[src/shared/quad_line_if_pkg.sv]
`default_nettype none
// ****************************************
// register map and field layout
// ****************************************
package quad_line_if_pkg;
    localparam int NUM_CH = 4;
    localparam int ADDR_W = 4;
    localparam int DATA_W = 8;
    localparam int ALARMS_PER_CH = 4;
    localparam int ALARM_W = NUM_CH * ALARMS_PER_CH;

    // register offsets
    localparam logic [3:0] OFS_ALARM_0 = 4'h0;
    localparam logic [3:0] OFS_ALARM_1 = 4'h1;
    localparam logic [3:0] OFS_MASK_0 = 4'h2;
    localparam logic [3:0] OFS_MASK_1 = 4'h3;
    localparam logic [3:0] OFS_GLOBAL_A = 4'h4;
    localparam logic [3:0] OFS_GLOBAL_B = 4'h5;
    localparam logic [3:0] OFS_CHAN_BASE = 4'h6;
    localparam logic [3:0] OFS_CHAN_LAST = 4'h9;
    localparam logic [3:0] OFS_CLEAR_A = 4'hA;
    localparam logic [3:0] OFS_CLEAR_B = 4'hB;

    // global control a fields
    localparam int GA_ALARM_MASK_BIT = 0;
    localparam int GA_SOFT_RESET_BIT = 1;
    localparam int GA_LOS_STD_BIT = 2;
    localparam int GA_TEST_MODE_BIT = 3;
    localparam int GA_TRISTATE_LSB = 4;

    // global control b fields
    localparam int GB_CLK_RECOV_BIT = 0;
    localparam int GB_RX_JA_BIT = 1;
    localparam int GB_TX_JA_BIT = 2;
    localparam int GB_ZERO_SUB_BIT = 3;
    localparam int GB_DUAL_RAIL_BIT = 4;
    localparam int GB_POLARITY_BIT = 5;
    localparam int GB_RETIME_BIT = 6;
    localparam int GB_LOS_SHUT_BIT = 7;

    // channel config fields
    localparam int CC_POWERDOWN_BIT = 0;
    localparam int CC_CHAN_MASK_BIT = 1;
    localparam int CC_ALL_ONES_BIT = 2;
    localparam int CC_LOOP_LO_BIT = 3;
    localparam int CC_LOOP_HI_BIT = 4;
    localparam int CC_EQ_LSB = 5;
    localparam int EQ_W = 3;

    // alarm positions inside a channel nibble
    localparam int AL_ANALOG_BIT = 0;
    localparam int AL_DIGITAL_BIT = 1;
    localparam int AL_DRIVER_BIT = 2;
    localparam int AL_TXCLK_BIT = 3;

    // reset values
    localparam logic [7:0] GA_RESET = 8'hF1;
    localparam logic [7:0] GB_RESET = 8'h00;
    localparam logic [7:0] CC_RESET = 8'h00;
    localparam logic [15:0] MASK_RESET = 16'h0000;
    localparam logic [14:0] PIN_RESET = 15'h7000;
endpackage
`default_nettype wire

[src/hw/quad_line_if_control_regs.sv]
`timescale 1ns/100ps
`default_nettype none
// ****************************************
// Overview of operation
// [RL1] global mask set blocks every interrupt
// [RL2] soft reset bit acts as hardware reset
// [RL3] host clears soft reset before other writes; here the bit self-clears and is never stored
// [RL4] bit 2 selects loss detection standard
// [RL5] bit 3 switches test pin; resets 0
// [RL6] per-channel tristate bits, reset to ones
// [RL7] control bits active high except two
// [RL8] clock and data recovery enable
// [RL9] receive jitter attenuator enable
// [RL10] transmit jitter attenuator enable
// [RL11] host never sets both attenuator bits
// [RL12] zero substitution only in single rail
// [RL13] single or dual rail select
// [RL14] data polarity select
// [RL15] receive retiming clock edge select
// [RL16] loss alarm shutdown behaviour select
// [RL17] channel powerdown bit
// [RL18] channel mask blocks its alarms
// [RL19] channel sends all ones
// [RL20] two bits pick loopback mode
// [RL21] three bits pick equalization
// [RL22] host writes zero to registers ten, eleven
// [RL23] alarms sticky, read clears gone ones
// [RL24] per-alarm mask blocks that alarm
// [RL25] host writes only zero to reserved
// [RL26] interrupt when alarm unmasked at all levels
// ****************************************
module quad_line_if_control_regs #(
    parameter int CHANNELS = quad_line_if_pkg::NUM_CH
) (
    input wire logic i_mclk,
    input wire logic i_rst,
    input wire logic i_cs_n,
    input wire logic i_rd_n,
    input wire logic i_wr_n,
    input wire logic [quad_line_if_pkg::ADDR_W-1:0] i_addr,
    input wire logic [quad_line_if_pkg::DATA_W-1:0] i_wdata,
    output logic [quad_line_if_pkg::DATA_W-1:0] o_rdata,
    output logic o_rdata_oe,
    input wire logic [CHANNELS-1:0] i_analog_signal_loss_alarm,
    input wire logic [CHANNELS-1:0] i_digital_signal_loss_alarm,
    input wire logic [CHANNELS-1:0] i_tx_driver_monitor_alarm,
    input wire logic [CHANNELS-1:0] i_tx_clock_loss_alarm,
    input wire logic [CHANNELS-1:0] i_tx_data,
    output logic o_interrupt,
    output logic o_los_standard_select,
    output logic o_test_pin_mode,
    output logic [CHANNELS-1:0] o_driver_tristate,
    output logic o_clock_data_recovery_en,
    output logic o_rx_jitter_atten_en,
    output logic o_tx_jitter_atten_en,
    output logic o_zero_sub_en,
    output logic o_dual_rail_sel,
    output logic o_data_polarity_sel,
    output logic o_rx_retime_edge_sel,
    output logic o_los_shutdown_sel,
    output logic [CHANNELS-1:0] o_channel_powerdown,
    output logic [CHANNELS-1:0] o_all_ones_send,
    output logic [CHANNELS-1:0] o_loopback_sel_hi,
    output logic [CHANNELS-1:0] o_loopback_sel_lo,
    output logic [CHANNELS*quad_line_if_pkg::EQ_W-1:0] o_equalizer_sel,
    output logic [CHANNELS-1:0] o_tx_line_data
);
    import quad_line_if_pkg::*;

    localparam int AW = CHANNELS * ALARMS_PER_CH;

    function automatic logic addr_is(input logic [ADDR_W-1:0] a, input logic [ADDR_W-1:0] ofs);
        return (a == ofs);
    endfunction

    // ****************************************
    // pin synchronisation and strobe edges
    // ****************************************
    logic [14:0] pins_s;
    logic cs_n_s;
    logic rd_n_s;
    logic wr_n_s;
    logic [ADDR_W-1:0] addr_s;
    logic [DATA_W-1:0] wdata_s;
    logic rd_prev;
    logic wr_prev;
    logic rd_act;
    logic wr_act;
    logic rd_start;
    logic rd_end;
    logic wr_pulse;

    pin_sync #(
        .WIDTH(15),
        .RESET_VAL(PIN_RESET)
    ) u_pin_sync (
        .i_mclk(i_mclk),
        .i_rst(i_rst),
        .i_async({i_cs_n, i_rd_n, i_wr_n, i_addr, i_wdata}),
        .o_sync(pins_s)
    );

    assign cs_n_s = pins_s[14];
    assign rd_n_s = pins_s[13];
    assign wr_n_s = pins_s[12];
    assign addr_s = pins_s[11:8];
    assign wdata_s = pins_s[7:0];
    assign rd_act = ~cs_n_s & ~rd_n_s;
    assign wr_act = ~cs_n_s & ~wr_n_s;
    assign rd_start = rd_act & ~rd_prev;
    assign rd_end = ~rd_act & rd_prev;
    assign wr_pulse = wr_act & ~wr_prev;

    always_ff @(posedge i_mclk or posedge i_rst) begin
        if (i_rst) begin
            rd_prev <= 1'b0;
            wr_prev <= 1'b0;
        end else begin
            rd_prev <= rd_act;
            wr_prev <= wr_act;
        end
    end

    // ****************************************
    // global control registers
    // ****************************************
    logic [7:0] gctl_a;
    logic [7:0] gctl_b;
    logic soft_rst_pending;
    logic wr_ga;
    logic wr_gb;
    logic soft_req;
    logic [7:0] next_gctl_a;
    logic [7:0] next_gctl_b;

    assign wr_ga = wr_pulse & addr_is(addr_s, OFS_GLOBAL_A);
    assign wr_gb = wr_pulse & addr_is(addr_s, OFS_GLOBAL_B);
    // [RL2] soft reset request
    assign soft_req = wr_ga & wdata_s[GA_SOFT_RESET_BIT];
    // [RL1] [RL5] [RL6] reset forced values
    assign next_gctl_a = soft_rst_pending ? GA_RESET : ((wr_ga & ~soft_req) ? wdata_s : gctl_a);
    assign next_gctl_b = soft_rst_pending ? GB_RESET : (wr_gb ? wdata_s : gctl_b);

    always_ff @(posedge i_mclk or posedge i_rst) begin
        if (i_rst) begin
            gctl_a <= GA_RESET;
            gctl_b <= GB_RESET;
            soft_rst_pending <= 1'b0;
        end else begin
            gctl_a <= next_gctl_a;
            gctl_b <= next_gctl_b;
            soft_rst_pending <= soft_req;
        end
    end

    // [RL4] loss standard select, not active high
    assign o_los_standard_select = gctl_a[GA_LOS_STD_BIT];
    // [RL5] test pin function
    assign o_test_pin_mode = gctl_a[GA_TEST_MODE_BIT];
    // [RL6] driver tristate per channel
    assign o_driver_tristate = gctl_a[GA_TRISTATE_LSB +: CHANNELS];
    // [RL7] [RL8] recovery enable
    assign o_clock_data_recovery_en = gctl_b[GB_CLK_RECOV_BIT];
    // [RL9] receive attenuator
    assign o_rx_jitter_atten_en = gctl_b[GB_RX_JA_BIT];
    // [RL10] transmit attenuator
    assign o_tx_jitter_atten_en = gctl_b[GB_TX_JA_BIT];
    // [RL13] rail format
    assign o_dual_rail_sel = gctl_b[GB_DUAL_RAIL_BIT];
    // [RL14] data polarity
    assign o_data_polarity_sel = gctl_b[GB_POLARITY_BIT];
    // [RL15] retiming edge
    assign o_rx_retime_edge_sel = gctl_b[GB_RETIME_BIT];
    // [RL16] shutdown select
    assign o_los_shutdown_sel = gctl_b[GB_LOS_SHUT_BIT];

    // ****************************************
    // alarm mask and channel config registers
    // ****************************************
    logic [AW-1:0] mask_vec;
    logic [7:0] chan_cfg [CHANNELS];
    logic [AW-1:0] chan_mask_exp;

    genvar k;
    generate
        for (k = 0; k < 2; k++) begin : g_mask
            logic wr_mask;
            assign wr_mask = wr_pulse & addr_is(addr_s, ADDR_W'(OFS_MASK_0 + k));
            always_ff @(posedge i_mclk or posedge i_rst) begin
                if (i_rst) begin
                    mask_vec[k*8 +: 8] <= MASK_RESET[k*8 +: 8];
                end else if (soft_rst_pending) begin
                    mask_vec[k*8 +: 8] <= MASK_RESET[k*8 +: 8];
                end else if (wr_mask) begin
                    mask_vec[k*8 +: 8] <= wdata_s;
                end
            end
        end
    endgenerate

    genvar c;
    generate
        for (c = 0; c < CHANNELS; c++) begin : g_chan
            logic wr_chan;
            assign wr_chan = wr_pulse & addr_is(addr_s, ADDR_W'(OFS_CHAN_BASE + c));
            always_ff @(posedge i_mclk or posedge i_rst) begin
                if (i_rst) begin
                    chan_cfg[c] <= CC_RESET;
                end else if (soft_rst_pending) begin
                    chan_cfg[c] <= CC_RESET;
                end else if (wr_chan) begin
                    chan_cfg[c] <= wdata_s;
                end
            end
            // [RL17] channel powerdown
            assign o_channel_powerdown[c] = chan_cfg[c][CC_POWERDOWN_BIT];
            // [RL19] all ones request
            assign o_all_ones_send[c] = chan_cfg[c][CC_ALL_ONES_BIT];
            // [RL20] loopback mode pair
            assign o_loopback_sel_hi[c] = chan_cfg[c][CC_LOOP_HI_BIT];
            assign o_loopback_sel_lo[c] = chan_cfg[c][CC_LOOP_LO_BIT];
            // [RL21] equalizer field
            assign o_equalizer_sel[c*EQ_W +: EQ_W] = chan_cfg[c][CC_EQ_LSB +: EQ_W];
            // [RL18] channel mask spread
            assign chan_mask_exp[c*ALARMS_PER_CH +: ALARMS_PER_CH] =
                {ALARMS_PER_CH{chan_cfg[c][CC_CHAN_MASK_BIT]}};
        end
    endgenerate

    // ****************************************
    // alarm status with clear on read
    // ****************************************
    logic [AW-1:0] alarm_cond;
    logic [AW-1:0] alarm_vec;
    logic [AW-1:0] rd_clr_mask;
    logic [AW-1:0] next_rd_clr_mask;
    logic [AW-1:0] alarm_clr;

    generate
        for (c = 0; c < CHANNELS; c++) begin : g_cond
            assign alarm_cond[c*ALARMS_PER_CH + AL_ANALOG_BIT] = i_analog_signal_loss_alarm[c];
            assign alarm_cond[c*ALARMS_PER_CH + AL_DIGITAL_BIT] = i_digital_signal_loss_alarm[c];
            assign alarm_cond[c*ALARMS_PER_CH + AL_DRIVER_BIT] = i_tx_driver_monitor_alarm[c];
            assign alarm_cond[c*ALARMS_PER_CH + AL_TXCLK_BIT] = i_tx_clock_loss_alarm[c];
        end
    endgenerate

    // [RL23] clear only the bits that were read as set
    assign next_rd_clr_mask = ~rd_start ? rd_clr_mask :
        addr_is(addr_s, OFS_ALARM_0) ? {{(AW-8){1'b0}}, alarm_vec[7:0]} :
        addr_is(addr_s, OFS_ALARM_1) ? {alarm_vec[AW-1:8], 8'h00} : '0;
    assign alarm_clr = rd_end ? rd_clr_mask : '0;

    always_ff @(posedge i_mclk or posedge i_rst) begin
        if (i_rst) begin
            rd_clr_mask <= '0;
        end else begin
            rd_clr_mask <= next_rd_clr_mask;
        end
    end

    alarm_latch #(
        .WIDTH(AW)
    ) u_alarm_latch (
        .i_mclk(i_mclk),
        .i_rst(i_rst),
        .i_init(soft_rst_pending),
        .i_cond(alarm_cond),
        .i_clr(alarm_clr),
        .o_alarm(alarm_vec)
    );

    // ****************************************
    // read data path
    // ****************************************
    logic chan_hit;
    logic [1:0] chan_idx;
    logic [ADDR_W-1:0] chan_ofs;
    logic [DATA_W-1:0] rd_mux;
    logic [DATA_W-1:0] next_rdata;

    assign chan_hit = (addr_s >= OFS_CHAN_BASE) && (addr_s <= OFS_CHAN_LAST);
    assign chan_ofs = addr_s - OFS_CHAN_BASE;
    assign chan_idx = chan_ofs[1:0];
    // [RL22] [RL25] clear-after-powerup and reserved registers read zero
    assign rd_mux = addr_is(addr_s, OFS_ALARM_0) ? alarm_vec[7:0] :
        addr_is(addr_s, OFS_ALARM_1) ? alarm_vec[15:8] :
        addr_is(addr_s, OFS_MASK_0) ? mask_vec[7:0] :
        addr_is(addr_s, OFS_MASK_1) ? mask_vec[15:8] :
        addr_is(addr_s, OFS_GLOBAL_A) ? gctl_a :
        addr_is(addr_s, OFS_GLOBAL_B) ? gctl_b :
        chan_hit ? chan_cfg[chan_idx] : 8'h00;
    assign next_rdata = rd_start ? rd_mux : o_rdata;
    assign o_rdata_oe = rd_act;

    always_ff @(posedge i_mclk or posedge i_rst) begin
        if (i_rst) begin
            o_rdata <= 8'h00;
        end else begin
            o_rdata <= next_rdata;
        end
    end

    // ****************************************
    // interrupt and line side outputs
    // ****************************************
    logic next_irq;
    logic next_zero_sub;
    logic [CHANNELS-1:0] next_tx_line;

    // [RL1] [RL18] [RL24] [RL26] three levels of masking
    assign next_irq = ~gctl_a[GA_ALARM_MASK_BIT] & (|(alarm_vec & ~mask_vec & ~chan_mask_exp));
    // [RL12] coding valid only in single rail
    assign next_zero_sub = next_gctl_b[GB_ZERO_SUB_BIT] & ~next_gctl_b[GB_DUAL_RAIL_BIT];
    // [RL19] all ones toward the line
    assign next_tx_line = i_tx_data | o_all_ones_send;

    always_ff @(posedge i_mclk or posedge i_rst) begin
        if (i_rst) begin
            o_interrupt <= 1'b0;
            o_zero_sub_en <= 1'b0;
            o_tx_line_data <= '0;
        end else begin
            o_interrupt <= next_irq;
            o_zero_sub_en <= next_zero_sub;
            o_tx_line_data <= next_tx_line;
        end
    end

    // ****************************************
    // assertions
    // ****************************************
    AST_GLOBAL_MASK_BLOCKS: assert property ( // [RL1]
        @(posedge i_mclk) disable iff (i_rst)
        gctl_a[GA_ALARM_MASK_BIT] |=> !o_interrupt)
        else $error("interrupt raised while global mask set");

    AST_SOFT_RESET_RESTORES: assert property ( // [RL2]
        @(posedge i_mclk) disable iff (i_rst)
        soft_req |=> ##1 (gctl_a == GA_RESET && gctl_b == GB_RESET && mask_vec == MASK_RESET))
        else $error("soft reset did not restore defaults");

    AST_TRISTATE_WRITE: assert property ( // [RL6]
        @(posedge i_mclk) disable iff (i_rst)
        (wr_ga && !soft_req) |=> o_driver_tristate == $past(wdata_s[7:4]))
        else $error("tristate bits did not follow write");

    AST_ZERO_SUB_SINGLE: assert property ( // [RL12]
        @(posedge i_mclk) disable iff (i_rst)
        o_zero_sub_en |-> (!o_dual_rail_sel && gctl_b[GB_ZERO_SUB_BIT]))
        else $error("zero substitution active in dual rail");

    AST_CHAN_MASK_BLOCKS: assert property ( // [RL18]
        @(posedge i_mclk) disable iff (i_rst)
        (chan_cfg[1][CC_CHAN_MASK_BIT] && alarm_vec[3:0] == 4'h0 && alarm_vec[15:8] == 8'h00)
        |=> !o_interrupt)
        else $error("interrupt raised from a masked channel");

    AST_ALL_ONES_SENT: assert property ( // [RL19]
        @(posedge i_mclk) disable iff (i_rst)
        o_all_ones_send[0] |=> o_tx_line_data[0])
        else $error("all ones not sent on channel one");

    AST_ALARM_SET_WINS: assert property ( // [RL23]
        @(posedge i_mclk) disable iff (i_rst)
        alarm_cond[0] |=> alarm_vec[0])
        else $error("live alarm condition not latched");

    AST_ALARM_HOLDS: assert property ( // [RL23]
        @(posedge i_mclk) disable iff (i_rst)
        (alarm_vec[0] && !alarm_clr[0] && !soft_rst_pending) |=> alarm_vec[0])
        else $error("alarm bit dropped without a read");

    AST_ALARM_MASK_BLOCKS: assert property ( // [RL24]
        @(posedge i_mclk) disable iff (i_rst)
        ((alarm_vec & ~mask_vec) == '0) |=> !o_interrupt)
        else $error("interrupt raised with every set alarm masked");

    AST_IRQ_RAISED: assert property ( // [RL26]
        @(posedge i_mclk) disable iff (i_rst)
        (alarm_vec[0] && !mask_vec[0] && !chan_mask_exp[0] && !gctl_a[GA_ALARM_MASK_BIT])
        |=> o_interrupt)
        else $error("unmasked alarm did not raise interrupt");
endmodule // quad_line_if_control_regs
`default_nettype wire

[src/hw/pin_sync.sv]
`timescale 1ns/100ps
`default_nettype none
// ****************************************
// two-stage synchroniser for pin inputs
// ****************************************
module pin_sync #(
    parameter int WIDTH = 1,
    parameter logic [WIDTH-1:0] RESET_VAL = '0
) (
    input wire logic i_mclk,
    input wire logic i_rst,
    input wire logic [WIDTH-1:0] i_async,
    output logic [WIDTH-1:0] o_sync
);
    logic [WIDTH-1:0] stage1;
    logic [WIDTH-1:0] stage2;

    always_ff @(posedge i_mclk or posedge i_rst) begin
        if (i_rst) begin
            stage1 <= RESET_VAL;
            stage2 <= RESET_VAL;
        end else begin
            stage1 <= i_async;
            stage2 <= stage1;
        end
    end

    assign o_sync = stage2;
endmodule // pin_sync
`default_nettype wire

[src/hw/alarm_latch.sv]
`timescale 1ns/100ps
`default_nettype none
// ****************************************
// sticky alarm bits, clear on read
// ****************************************
module alarm_latch #(
    parameter int WIDTH = 16
) (
    input wire logic i_mclk,
    input wire logic i_rst,
    input wire logic i_init,
    input wire logic [WIDTH-1:0] i_cond,
    input wire logic [WIDTH-1:0] i_clr,
    output logic [WIDTH-1:0] o_alarm
);
    logic [WIDTH-1:0] next_alarm;

    // a live condition always wins over a clear
    assign next_alarm = i_init ? i_cond : (i_cond | (o_alarm & ~i_clr));

    always_ff @(posedge i_mclk or posedge i_rst) begin
        if (i_rst) begin
            o_alarm <= '0;
        end else begin
            o_alarm <= next_alarm;
        end
    end
endmodule // alarm_latch
`default_nettype wire

[config.mk]
export PLATFORM = sky130hd
export DESIGN_NAME = quad_line_if_control_regs
export DESIGN_NICKNAME = d
export VERILOG_FILES = /design/src/shared/quad_line_if_pkg.sv /design/src/hw/quad_line_if_control_regs.sv /design/src/hw/pin_sync.sv /design/src/hw/alarm_latch.sv
export SDC_FILE = /design/constraint.sdc
export NUM_CORES = 1
export LEC_CHECK = 0
export ABC_AREA = 1
export BUFFER_PORTS_ARGS = -buffer_cell sky130_fd_sc_hd__buf_2
export CAP_MARGIN = 10
export CORE_MARGIN = 10
export CORE_UTILIZATION = 57
export DETAILED_ROUTE_END_ITERATION = 12
export PLACE_DENSITY = 0.86
export SYNTH_ARGS = -nofsm -noshare
export SYNTH_HDL_FRONTEND = slang
export SYNTH_SLANG_ARGS = --single-unit
export TNS_END_PERCENT = 20
[constraint.sdc]
create_clock -name i_mclk -period 6.6 [get_ports i_mclk]
set_clock_uncertainty 0.2 [all_clocks]
set_input_delay 1.32 -clock i_mclk [delete_from_list [all_inputs] [get_ports i_mclk]]
set_output_delay 1.32 -clock i_mclk [all_outputs]
set_load 0.01 [all_outputs]
==> key figures, run 1 <==
Pwr
  – Net Sw Frac: between 20% and 30%
  – Peak VDD IR: between 0.0002 and 0.00025 V
  – Clock Power Share: a little under 40%
  – Final Total Pwr: between 2000 and 2500 uW
  – Sequential share of power: ~46%
  – Leak pwr: 0.00367 uW
  – Logic gate share of total power: 15.2%
  – Power Density: approximately 330 nW/um^2
  – Net switching power: between 600 and 700 uW
  – Cell Int Power: 1700 uW

Drt
  – WL met3: around 1500 um
  – DRT met1 WL: ~6600 um
  – Antenna Nets Post-Route: 0
  – DR vias/cell: between 5 and 6
  – Drt wl/cell: 17.7 um
  – DRT iter0 DRCs: about 640
  – Top layer in use: met4
  – Met2 wire len: between 7000 and 8000 um
  – Drc violations: 0
  – Total number of vias: approximately 5100
  – Drt first pass iters: 5
  – Final wirelength: around 16000 um

Clock network
  – Clk buf depth: 2
  – Clock slew at reported path FFs: approximately 0.060 ns
  – CTS Sinks: about 140
  – Setup bufs post-CTS: 0
  – Post-CTS Hold Fix Bufs: 0
  – H-tree depth: 4
  – CTS tree: yes
  – Total clock buffers created by CTS: 17
  – Clock root buffer master: clkbuf_8
  – Worst-Skew Late Latency: between 0.5 and 0.6 ns
  – PostCTS Resize Cnt: 0

Global routing
  – Gr ovfl total: 0
  – Vias in the first global route: slightly above 5000
  – Total Routing Usage GR: about a fifth
  – First-pass GRT wire length: between 20000 and 30000 um
  – Largest net degree at the start of global routing: just under 80
  – Antenna violations before repair: 0

Synth
  – Dominant cells by area after synthesis: dfrtp_1 (52%), nand2_1 (13%), dfstp_2 (4.6%)
  – Share of the synthesized area in the top cell type: a little over half
  – Seq/Total Area, Yosys: 56.6%
  – Post-Synthesis Cell Area: 6350 sq um
  – Yosys warnings: 0
  – Syn Nets: between 700 and 800
  – Library cells used by synthesis: 37
  – Average size of a mapped cell: roughly 9 sq um
  – Area leader, netlist: dfrtp_1
  – Cells after Synth: 699
  – Seq cells post-synth: 143

Critical path
  – CP arrival: between 1 and 1.5 ns
  – Crit end category: output pin
  – CP max FO: 3
  – Crit Path Category: flop to output pin
  – Slowest stage delay, CP: 0.36 ns
  – CP startpoint kind: flop
  – CP cell instances: nor2_1 -> buf_2
  – Worst EP required: 5.08 ns
  – Crit path max-delay cell type: dfstp_2

Placed design
  – Inst Count DP: slightly below 900
  – DP HPWL: about 11000 um
  – Placer Congestion: about 0.93
  – I/O Buffers: 92

Finish
  – Most frequent cells in the layout: nand2_1 (222), dfrtp_1 (132), buf_2 (92)
  – Layout cell share with drive strength beyond 1: a little under a quarter
  – Most common cell after layout, fill and taps aside: nand2_1
  – # nets final: ~800
  – Core Util, Final: about two thirds
  – Layout area overhead: 13.3%
  – N_diodes: 0
  – Post-Layout Cell Count: roughly 900

Timing
  – RSZ-0062 raised after global routing: no
  – Fin. Hold Viols: 0
  – Final TNS setup: 0 ns
  – Fmax: 0.352 GHz
  – Final Max Tran Viols: 0
  – Worst-margin pin slew: between 0.9 and 1 ns
  – Post-route minimum period: between 2 and 3 ns
  – Crit share post-route: between 40 and 50%
  – Final setup vio count: 0
  – Worst rel slew slack: 36.5%

Floorplan
  – Overall die height: between 100 and 150 um
  – Die area: 15800 sq um
  – Initial core utilization: approximately three fifths
  – Die Wd: about 130 um
  – Core area: ~11000 sq um
  – Placement row count: 38
  – # IOs: 93

Run status
  – Status: finished clean

Job
  – MaxCap Viol Count: 0

Min path
  – Hold WC Path Type: flop to flop
-- power groups by stage --
stage / Sequential, uW / Clock [uW] / Combinational, uW
2_1_floorplan: 1080 / 0 / 281
3_3_place_gp: 1090 / 0 / 349
3_5_place_dp: 1100 / 0 / 361
4_1_cts: 1090 / 937 / 365
5_1_grt: 1100 / 981 / 406
6_report: 1090 / 928 / 362
-- registers in the layout, summed over array words and instances, names as in the netlist, 4 cells and up --
signal                 flops
u_pin_sync.stage1         15
o_channel_powerdown        4
u_pin_sync.o_sync         15
o_loopback_sel_hi          4
u_alarm_latch.o_alarm     16
gctl_b                     8
o_rdata                    8
gctl_a                     8
o_tx_line_data             4
o_equalizer_sel           12
chan_cfg                   4
o_all_ones_send            4
o_loopback_sel_lo          4
rd_clr_mask               16
mask_vec                  16
-- metrics by stage --
stage,setup WS (ns),hold slack (ns),cell area [sq um]
floorplan,1.26,0.131,6350
global placement,3.65,0.135,6610
detailed placement,3.59,0.135,6610
CTS,3.72,0.149,7190
global route,3.67,0.155,7190
finish,3.76,0.148,7190
-- area by class of cell --
type	instances	area, sq um
fill	820	3700
sequential	143	3590
multi-input combinational	438	2130
timing repair buffer	93	468
clock buffer	20	445
inverter	63	241
tap	140	175
clock inverter	12	136
-- critical path, delay by kind of cell, from the launching register on --
family	cells	cell delay [ns]
simple gates	1	0.24
flops	1	0.36
buf+inv	1	0.20
-- Yosys cell counts, drive strengths merged --
| library cell | n |
|---|---|
| nor2 | 35 |
| o21a | 1 |
| dfrtp | 132 |
| a21boi | 1 |
| or2 | 4 |
| dfstp | 11 |
| o21bai | 10 |
| buf | 50 |
| nand3 | 20 |
| nand2 | 231 |
| a31oi | 1 |
| o21ai | 76 |
| inv | 63 |
| a21oi | 31 |
| a31o | 7 |
| a211oi | 1 |
| clkbuf | 5 |
| nand4 | 9 |
| nor4 | 1 |
| o22ai | 6 |
| nor3 | 2 |
| a22o | 1 |
| nand3b | 1 |
-- cell families after synthesis --
family	count (synthesis)	share of synthesized area, %
simple gates	303	21.1
flops	143	56.6
compound gates	135	12.5
buf+inv	118	9.84
-- layer usage --
metal  up-vias  track usage, %
li1       2322               -
met1      2505            25.3
met2       275            32.1
met3        44            6.38
met4         0            9.35
met5         -               0
-- path summary, 6_finish.rpt --
path	start	to	slack, ns	depth (start not counted)
max	u_pin_sync.o_sync[13]$_DFF_PP1_	o_rdata_oe	3.76	2
min reg2reg	u_pin_sync.stage1[9]$_DFF_PP0_	u_pin_sync.o_sync[9]$_DFF_PP0_	0.15	0
min	u_pin_sync.stage1[9]$_DFF_PP0_	u_pin_sync.o_sync[9]$_DFF_PP0_	0.15	0
min in group asynchronous	i_rst	u_pin_sync.stage1[8]$_DFF_PP0_	0.70	2
max in group asynchronous	i_rst	o_rdata[6]$_DFFE_PP0P_	4.22	3
max reg2reg	soft_rst_pending$_DFF_PP0_	mask_vec[10]$_DFFE_PP0P_	3.87	5
No activity file was read; power rests on OpenSTA's default activity.
==> run 2: changes to the inputs <==
==> constraint.sdc (replaced) <==
create_clock -name i_mclk -period 2.8 [get_ports i_mclk]
set_clock_uncertainty 0.2 [all_clocks]
set_input_delay 0.56 -clock i_mclk [delete_from_list [all_inputs] [get_ports i_mclk]]
set_output_delay 0.56 -clock i_mclk [all_outputs]
set_load 0.01 [all_outputs]
==> run 2 against run 1 <==
  * Hold slack worse by 0.13 ns
  * Via count is 0.17% higher
  * Clock-buffer cell count is 2 higher
  * Sequential cell count stayed put
  * Total power is 140% higher
  * Die area stayed put
  * Critical path depth is 3 higher
  * Global-route usage is 0.80 points higher
  * Non-clock buffer count is 31 higher
  * Register-to-register slack worse by 3.2 ns
  * Sequential share of layout area is 2.2 points lower
  * Combinational power is 140% higher
  * Largest cell class unchanged
  * Largest power group unchanged
==> key figures, run 2 (synthesis results as in run 1) <==
Timing
  – Worst rel slew slack: 50.3% (+14 points)
  – Fin. Hold Viols: 0 (unchanged)
  – Crit share post-route: about 77%
  – Post-route minimum period: about 2.2 ns
  – Final Max Tran Viols: 0 (unchanged)
  – Worst hold slack: 0.0140 ns (-0.134 ns)
  – Final setup vio count: 0 (unchanged)
  – Final TNS setup: 0 ns (unchanged)
  – Worst-margin pin slew: 0.746 ns (-0.207 ns)
  – Fmax: 0.462 GHz
  – Setup ws final: 0.634 ns (-3.12 ns)
  – RSZ-0062 raised after global routing: no

Pwr
  – Final Total Pwr: 5760 uW (+140%)
  – Logic gate share of total power: 15.4% (+0.2 points)
  – Power Density: 765 nW/um^2 (+130%)
  – Sequential share of power: 44.7% (-1.1 points)
  – Clock Power Share: 40.0% (+1.0 points)
  – Leak pwr: 0.00382 uW (+4.1%)
  – Net switching power: 1600 uW (+130%)
  – Cell Int Power: 4160 uW (+140%)
  – Net Sw Frac: 27.8% (-0.85 points)
  – Peak VDD IR: 0.000479 V (+120%)

Placed design
  – Placer Congestion: 0.922 (-0.67%)
  – Pre-CTS setup slack: 0.712 ns (-2.88 ns)
  – Placed inst area: 6650 sq um (+0.62%)
  – DP HPWL: 11700 um (+4.1%)
  – I/O Buffers: 92 (unchanged)

Global routing
  – First-pass GRT wire length: 26900 um (+2.9%)
  – Total Routing Usage GR: 21.2% (+0.80 points)
  – Antenna violations before repair: 0 (unchanged)
  – Largest net degree at the start of global routing: 144 (+85%)
  – Gr ovfl total: 0 (unchanged)
  – Vias in the first global route: 5158 (+0.53%)

Clock network
  – Total clock buffers created by CTS: 17 (unchanged)
  – Clock slew at reported path FFs: 0.06 ns (about the same)
  – PostCTS Resize Cnt: 0 (unchanged)
  – CTS tree: yes
  – Clk buf depth: 2 (unchanged)
  – H-tree depth: 4 (unchanged)
  – CTS Sinks: 143 (unchanged)
  – Worst-Skew Late Latency: 0.54 ns (about the same)
  – Setup bufs post-CTS: 0 (unchanged)
  – Clock root buffer master: clkbuf_8

Critical path
  – CP startpoint kind: flop
  – CP cell instances: nor2_1 -> nand3_1 -> nand3b_1 -> a21boi_0 -> nand3_1
  – Worst path most repeated cell: nand3_1
  – Worst setup path start: u_pin_sync.o_sync[9]$_DFF_PP0_
  – Slowest stage delay, CP: 0.54 ns (+0.18 ns)
  – Crit Path Category: flop to flop
  – Crit end category: flop
  – Worst EP required: 3.07 ns (-2.01 ns)
  – Crit path max-delay cell type: dfrtp_1
  – Worst r2r src: u_pin_sync.o_sync[9]$_DFF_PP0_
  – CP arrival: 2.44 ns (+1.12 ns)
  – CP max FO: 15 (+12)

Run status
  – Status: finished clean

Floorplan
  – Die area: 15800 sq um (unchanged)
  – Placement row count: 38 (unchanged)
  – Core area: 10900 sq um (unchanged)
  – Overall die height: 126 um (unchanged)
  – Initial core utilization: 58.3% (unchanged)
  – Die Wd: 126 um (unchanged)
  – # IOs: 93 (unchanged)

Finish
  – Post-route cell area: 7530 sq um (+4.7%)
  – Layout fillers: 822 (+0.24%)
  – N_diodes: 0 (unchanged)
  – Layout area overhead: 18.6%
  – Most frequent cells in the layout: nand2_1 (222), dfrtp_1 (132), buf_2 (92)
  – Biggest regs: mask_vec x16, rd_clr_mask x16, u_alarm_latch.o_alarm x16
  – # nets final: 824 (+3.9%)
  – Most common cell after layout, fill and taps aside: nand2_1
  – Layout cell share with drive strength beyond 1: 23.4% (-0.42 points)

Job
  – MaxCap Viol Count: 0 (unchanged)

Drt
  – Total number of vias: 5155 (+0.17%)
  – Drt wl/cell: 17.7 um (-0.29%)
  – DRT iter0 DRCs: 603 (-5.3%)
  – Top layer in use: met4
  – WL met3: 1430 um (-5.0%)
  – Drc violations: 0 (unchanged)
  – Met2 wire len: 7700 um (+3.3%)
  – DR vias/cell: 5.48 (-3.1%)
  – DRT met1 WL: 6940 um (+5.4%)
  – Drt first pass iters: 5 (unchanged)
  – Antenna Nets Post-Route: 0 (unchanged)
  – Final wirelength: 16600 um (+3.1%)

Min path
  – Hold WC Path Type: input port to asynchronous set/reset pin
run 2: power groups by stage:
stage | clock network [uW] | registers [uW] | logic [uW]
3_3_place_gp | 0 | 2590 | 833
4_1_cts | 2330 | 2560 | 894
2_1_floorplan | 0 | 2550 | 663
5_1_grt | 2420 | 2600 | 1000
3_5_place_dp | 0 | 2600 | 859
6_report | 2300 | 2570 | 886
run 2: routing by layer:
layer  global-route usage, %  vias up
met5                       0        -
met1                    27.0     2472
met3                    6.13       44
li1                        -     2394
met2                    32.5      245
met4                    10.6        0
run 2: worst max-delay path, delay by kind of cell, from the launching register on:
kind	cells	cell delay (ns)
flops	1	0.54
compound gates	1	0.14
simple gates	4	1.22
run 2: repair_timing:
action                                  4_1_cts  5_1_grt
endpoints found under the setup margin        0        0
endpoints found under the hold margin        27        0
hold buffers                                 27        0
run 2: path summary, 6_finish.rpt:
check | endpoint | slack, ns | depth (start not counted)
max | o_rdata[7]$_DFFE_PP0P_ | 0.63 | 5
min | u_pin_sync.stage1[11]$_DFF_PP0_ | 0.01 | 3
max reg2reg | o_rdata[7]$_DFFE_PP0P_ | 0.63 | 5
min reg2reg | u_pin_sync.o_sync[0]$_DFF_PP0_ | 0.15 | 0
max in group asynchronous | o_equalizer_sel[6]$_DFFE_PP0P_ | 1.81 | 3
min in group i_mclk | u_alarm_latch.o_alarm[11]$_DFF_PP0_ | 0.02 | 2
run 2: final cells by class:
type,count,area (sq um),area share [%]
Sequential cell,143,3590,47.7
Multi-Input combinational cell,438,2130,28.3
Timing Repair Buffer,124,781,10.4
Clock buffer,22,473,6.28
Inverter,63,240,3.19
Tap cell,140,175,2.33
Clock inverter,10,134,1.78
run 2: stage by stage:
step           instances  utilization (%)
2_1_floorplan        699                -
3_3_place_gp         881             61.1
3_5_place_dp         881             61.1
4_1_cts              940             69.1
5_1_grt              940             69.1
6_report             940             69.1
==> run 3: changes to the inputs <==
==> constraint.sdc (replaced) <==
create_clock -name i_mclk -period 2.1 [get_ports i_mclk]
set_clock_uncertainty 0.2 [all_clocks]
set_input_delay 0.42 -clock i_mclk [delete_from_list [all_inputs] [get_ports i_mclk]]
set_output_delay 0.42 -clock i_mclk [all_outputs]
set_load 0.01 [all_outputs]
==> run 3 against run 2 <==
  * Utilization up 1.9 points
  * Sequential power up 33%
  * First-iteration DRC count down 8.3%
  * Critical path depth up 2
  * Final area up 2.7%
  * Critical path type unchanged
  * Highest routed layer unchanged
==> key figures, run 3 (synthesis results as in run 1) <==
Run status
  – Status: finished clean

Finish
  – Layout area overhead: 21.8%
  – # nets final: 849 (+3.0%)
  – Core Util, Final: 71.0% (+1.9 points)
  – Layout cell share with drive strength beyond 1: 24.7% (+1.4 points)
  – N_diodes: 0 (unchanged)
  – Layout fillers: 775 (-5.7%)
  – Most common cell after layout, fill and taps aside: nand2_1
  – Most frequent cells in the layout: nand2_1 (222), dfrtp_1 (132), buf_2 (92)
  – Biggest regs: mask_vec x16, rd_clr_mask x16, u_alarm_latch.o_alarm x16

Drt
  – Drt wl/cell: 17.7 um (about the same)
  – Antenna Nets Post-Route: 0 (unchanged)
  – Final wirelength: 17000 um (+2.7%)
  – Drc violations: 0 (unchanged)
  – DR vias/cell: 5.51 (+0.47%)
  – DRT iter0 DRCs: 553 (-8.3%)
  – Drt first pass iters: 5 (unchanged)
  – Total number of vias: 5317 (+3.1%)

Floorplan
  – Core area: 10900 sq um (unchanged)
  – Overall die height: 126 um (unchanged)
  – Die Wd: 126 um (unchanged)
  – # IOs: 93 (unchanged)
  – Initial core utilization: 58.3% (unchanged)
  – Die area: 15800 sq um (unchanged)
  – Placement row count: 38 (unchanged)

Global routing
  – Routing usage on met3: 5.87% (-0.25 points)
  – Antenna violations before repair: 0 (unchanged)
  – GR Util met1: 28.2% (+1.2 points)
  – Met2 Use GR: 33.7% (+1.2 points)
  – Total Routing Usage GR: 22.0% (+0.74 points)
  – Largest net degree at the start of global routing: 53 (-63%)
  – Vias in the first global route: 5426 (+5.2%)
  – Most Used Layer, Global Route: met2
  – Gr ovfl total: 0 (unchanged)
  – First-pass GRT wire length: 28000 um (+4.3%)

Timing
  – Final Max Tran Viols: 0 (unchanged)
  – Worst-margin pin slew: 0.521 ns (-0.225 ns)
  – Fmax: 0.501 GHz (+8.6%)
  – RSZ-0062 raised after global routing: no
  – Worst rel slew slack: 65.2% (+15 points)
  – Fin. Hold Viols: 0 (unchanged)
  – Post-route minimum period: 2.00 ns (-0.171 ns)
  – Crit share post-route: 95.0% (+18 points)
  – Final setup vio count: 0 (unchanged)

Placed design
  – I/O Buffers: 92 (unchanged)
  – Placer Congestion: 0.965 (+4.6%)
  – DP HPWL: 12100 um (+3.3%)

Min path
  – WHS Endpoint: u_pin_sync.o_sync[5]$_DFF_PP0_
  – Hold Crit Depth: 0
  – Hold WC Path Type: flop to flop
  – Hold wc startpoint: u_pin_sync.stage1[5]$_DFF_PP0_

Critical path
  – Reg2Reg Depth: 7 (+2)
  – CP cell instances: inv_2 -> nand2_4 -> nor2_2 -> nand2_1 -> nand4_1 -> nand2_1 -> nand2_1
  – FF-to-FF End: o_rdata[6]$_DFFE_PP0P_
  – Reg2Reg Setup Slack: 0.10 ns (-0.53 ns)
  – Crit Path Category: flop to flop
  – CP arrival: 2.26 ns (-0.18 ns)
  – Worst EP required: 2.36 ns (-0.71 ns)
  – CP startpoint kind: flop
  – WP buf/inv: 1 (+1)
  – Worst r2r src: u_pin_sync.o_sync[9]$_DFF_PP0_
  – Crit-path leading delay family: simple AND/OR/NAND/NOR gates
  – Crit path max-delay cell type: dfrtp_1
  – Slowest stage delay, CP: 0.51 ns (-0.03 ns)
  – CP max FO: 8 (-7)
  – Crit. path cell count: 7 (+2)
  – Worst path most repeated cell: nand2_1
  – Crit end category: flop

Clock network
  – Clock root buffer master: clkbuf_8
  – Clk buf depth: 2 (unchanged)
  – Clock slew at reported path FFs: 0.06 ns (about the same)
  – CTS tree: yes
  – H-tree depth: 4 (unchanged)
  – CTS Sinks: 143 (unchanged)
  – Worst-Skew Late Latency: 0.52 ns (-0.02 ns)
  – Total clock buffers created by CTS: 17 (unchanged)

Pwr
  – Final Total Pwr: 7600 uW (+32%)
  – Peak VDD IR: 0.000455 V (-5.0%)
  – Leak pwr: 0.00392 uW (+2.7%)
  – Power Density: 983 nW/um^2 (+28%)

Job
  – MaxCap Viol Count: 0 (unchanged)
[run 3: cell types whose count changed in the layout (fill, tap and decap cells not counted), moves of 3 or more]
| cell | previous run | this run |
|---|---|---|
| buf_4 | 4 | 19 |
| clkbuf_8 | 5 | 2 |
| clkinv_2 | 4 | 0 |
| clkinv_4 | 1 | 5 |
| dlygate4sd3_1 | 27 | 36 |
| inv_6 | 0 | 4 |
[run 3: area by class of cell]
cell class                 count  area [sq um]  share of cell area (%)
tap                          140           175                    2.27
inverter                      63           240                    3.11
multi-input combinational    438          2140                    27.6
clock buffer                  19           432                    5.58
sequential                   143          3590                    46.5
clock inverter                13           154                    1.99
timing repair buffer         149          1000                    13.0
[run 3: metrics by stage]
step	instances	instance area (sq um)	TNS, ns	setup slack (ns)	hold WS, ns
final	965	7730	0	0.105	0.148
after detailed placement	897	6780	0	0.200	0.135
after CTS	965	7730	0	0.129	0.150
after floorplan	699	6350	-39.87	-0.302	0.131
after global routing	965	7730	0	0.00111	0.155
after global placement	897	6780	0	0.256	0.134
[run 3: layer usage]
metal / vias to the layer above / share of wire (%)
li1: 2443 / -
met1: 2504 / 41
met2: 325 / 46
met3: 45 / 9.8
met4: 0 / 3.5
met5: - / 0
[run 3: worst register-to-register path, delay by kind of cell (launching register included)]
kind	cells	cell delay (ns)
buf+inv	1	0.22
flops	1	0.51
simple gates	6	1.01
[run 3: report_power, final]
part           internal [uW]  switching (uW)  total, uW
registers               3140             292       3430
logic                    500             730       1230
clock network           1750            1190       2940
[run 3: how the worst max path moves through the flow]
stage,start,endpoint,slack (ns)
after floorplan,i_rst,chan_cfg[17]$_DFFE_PP0P_,-0.30
final,u_pin_sync.o_sync[9]$_DFF_PP0_,o_rdata[6]$_DFFE_PP0P_,0.10
after detailed placement,u_pin_sync.o_sync[8]$_DFF_PP0_,o_rdata[2]$_DFFE_PP0P_,0.20
after global placement,u_pin_sync.o_sync[8]$_DFF_PP0_,o_rdata[2]$_DFFE_PP0P_,0.26
after global routing,u_pin_sync.o_sync[8]$_DFF_PP0_,o_rdata[0]$_DFFE_PP0P_,0.001
after CTS,u_pin_sync.o_sync[13]$_DFF_PP1_,o_rdata_oe,0.13
[run 3: repair_timing]
action | CTS | global route
hold endpoints to repair | 47 | 0
gates resized for setup | 0 | 1
setup buffers | 0 | 0
endpoints found under the setup margin | 0 | 2
hold buffers | 36 | 0
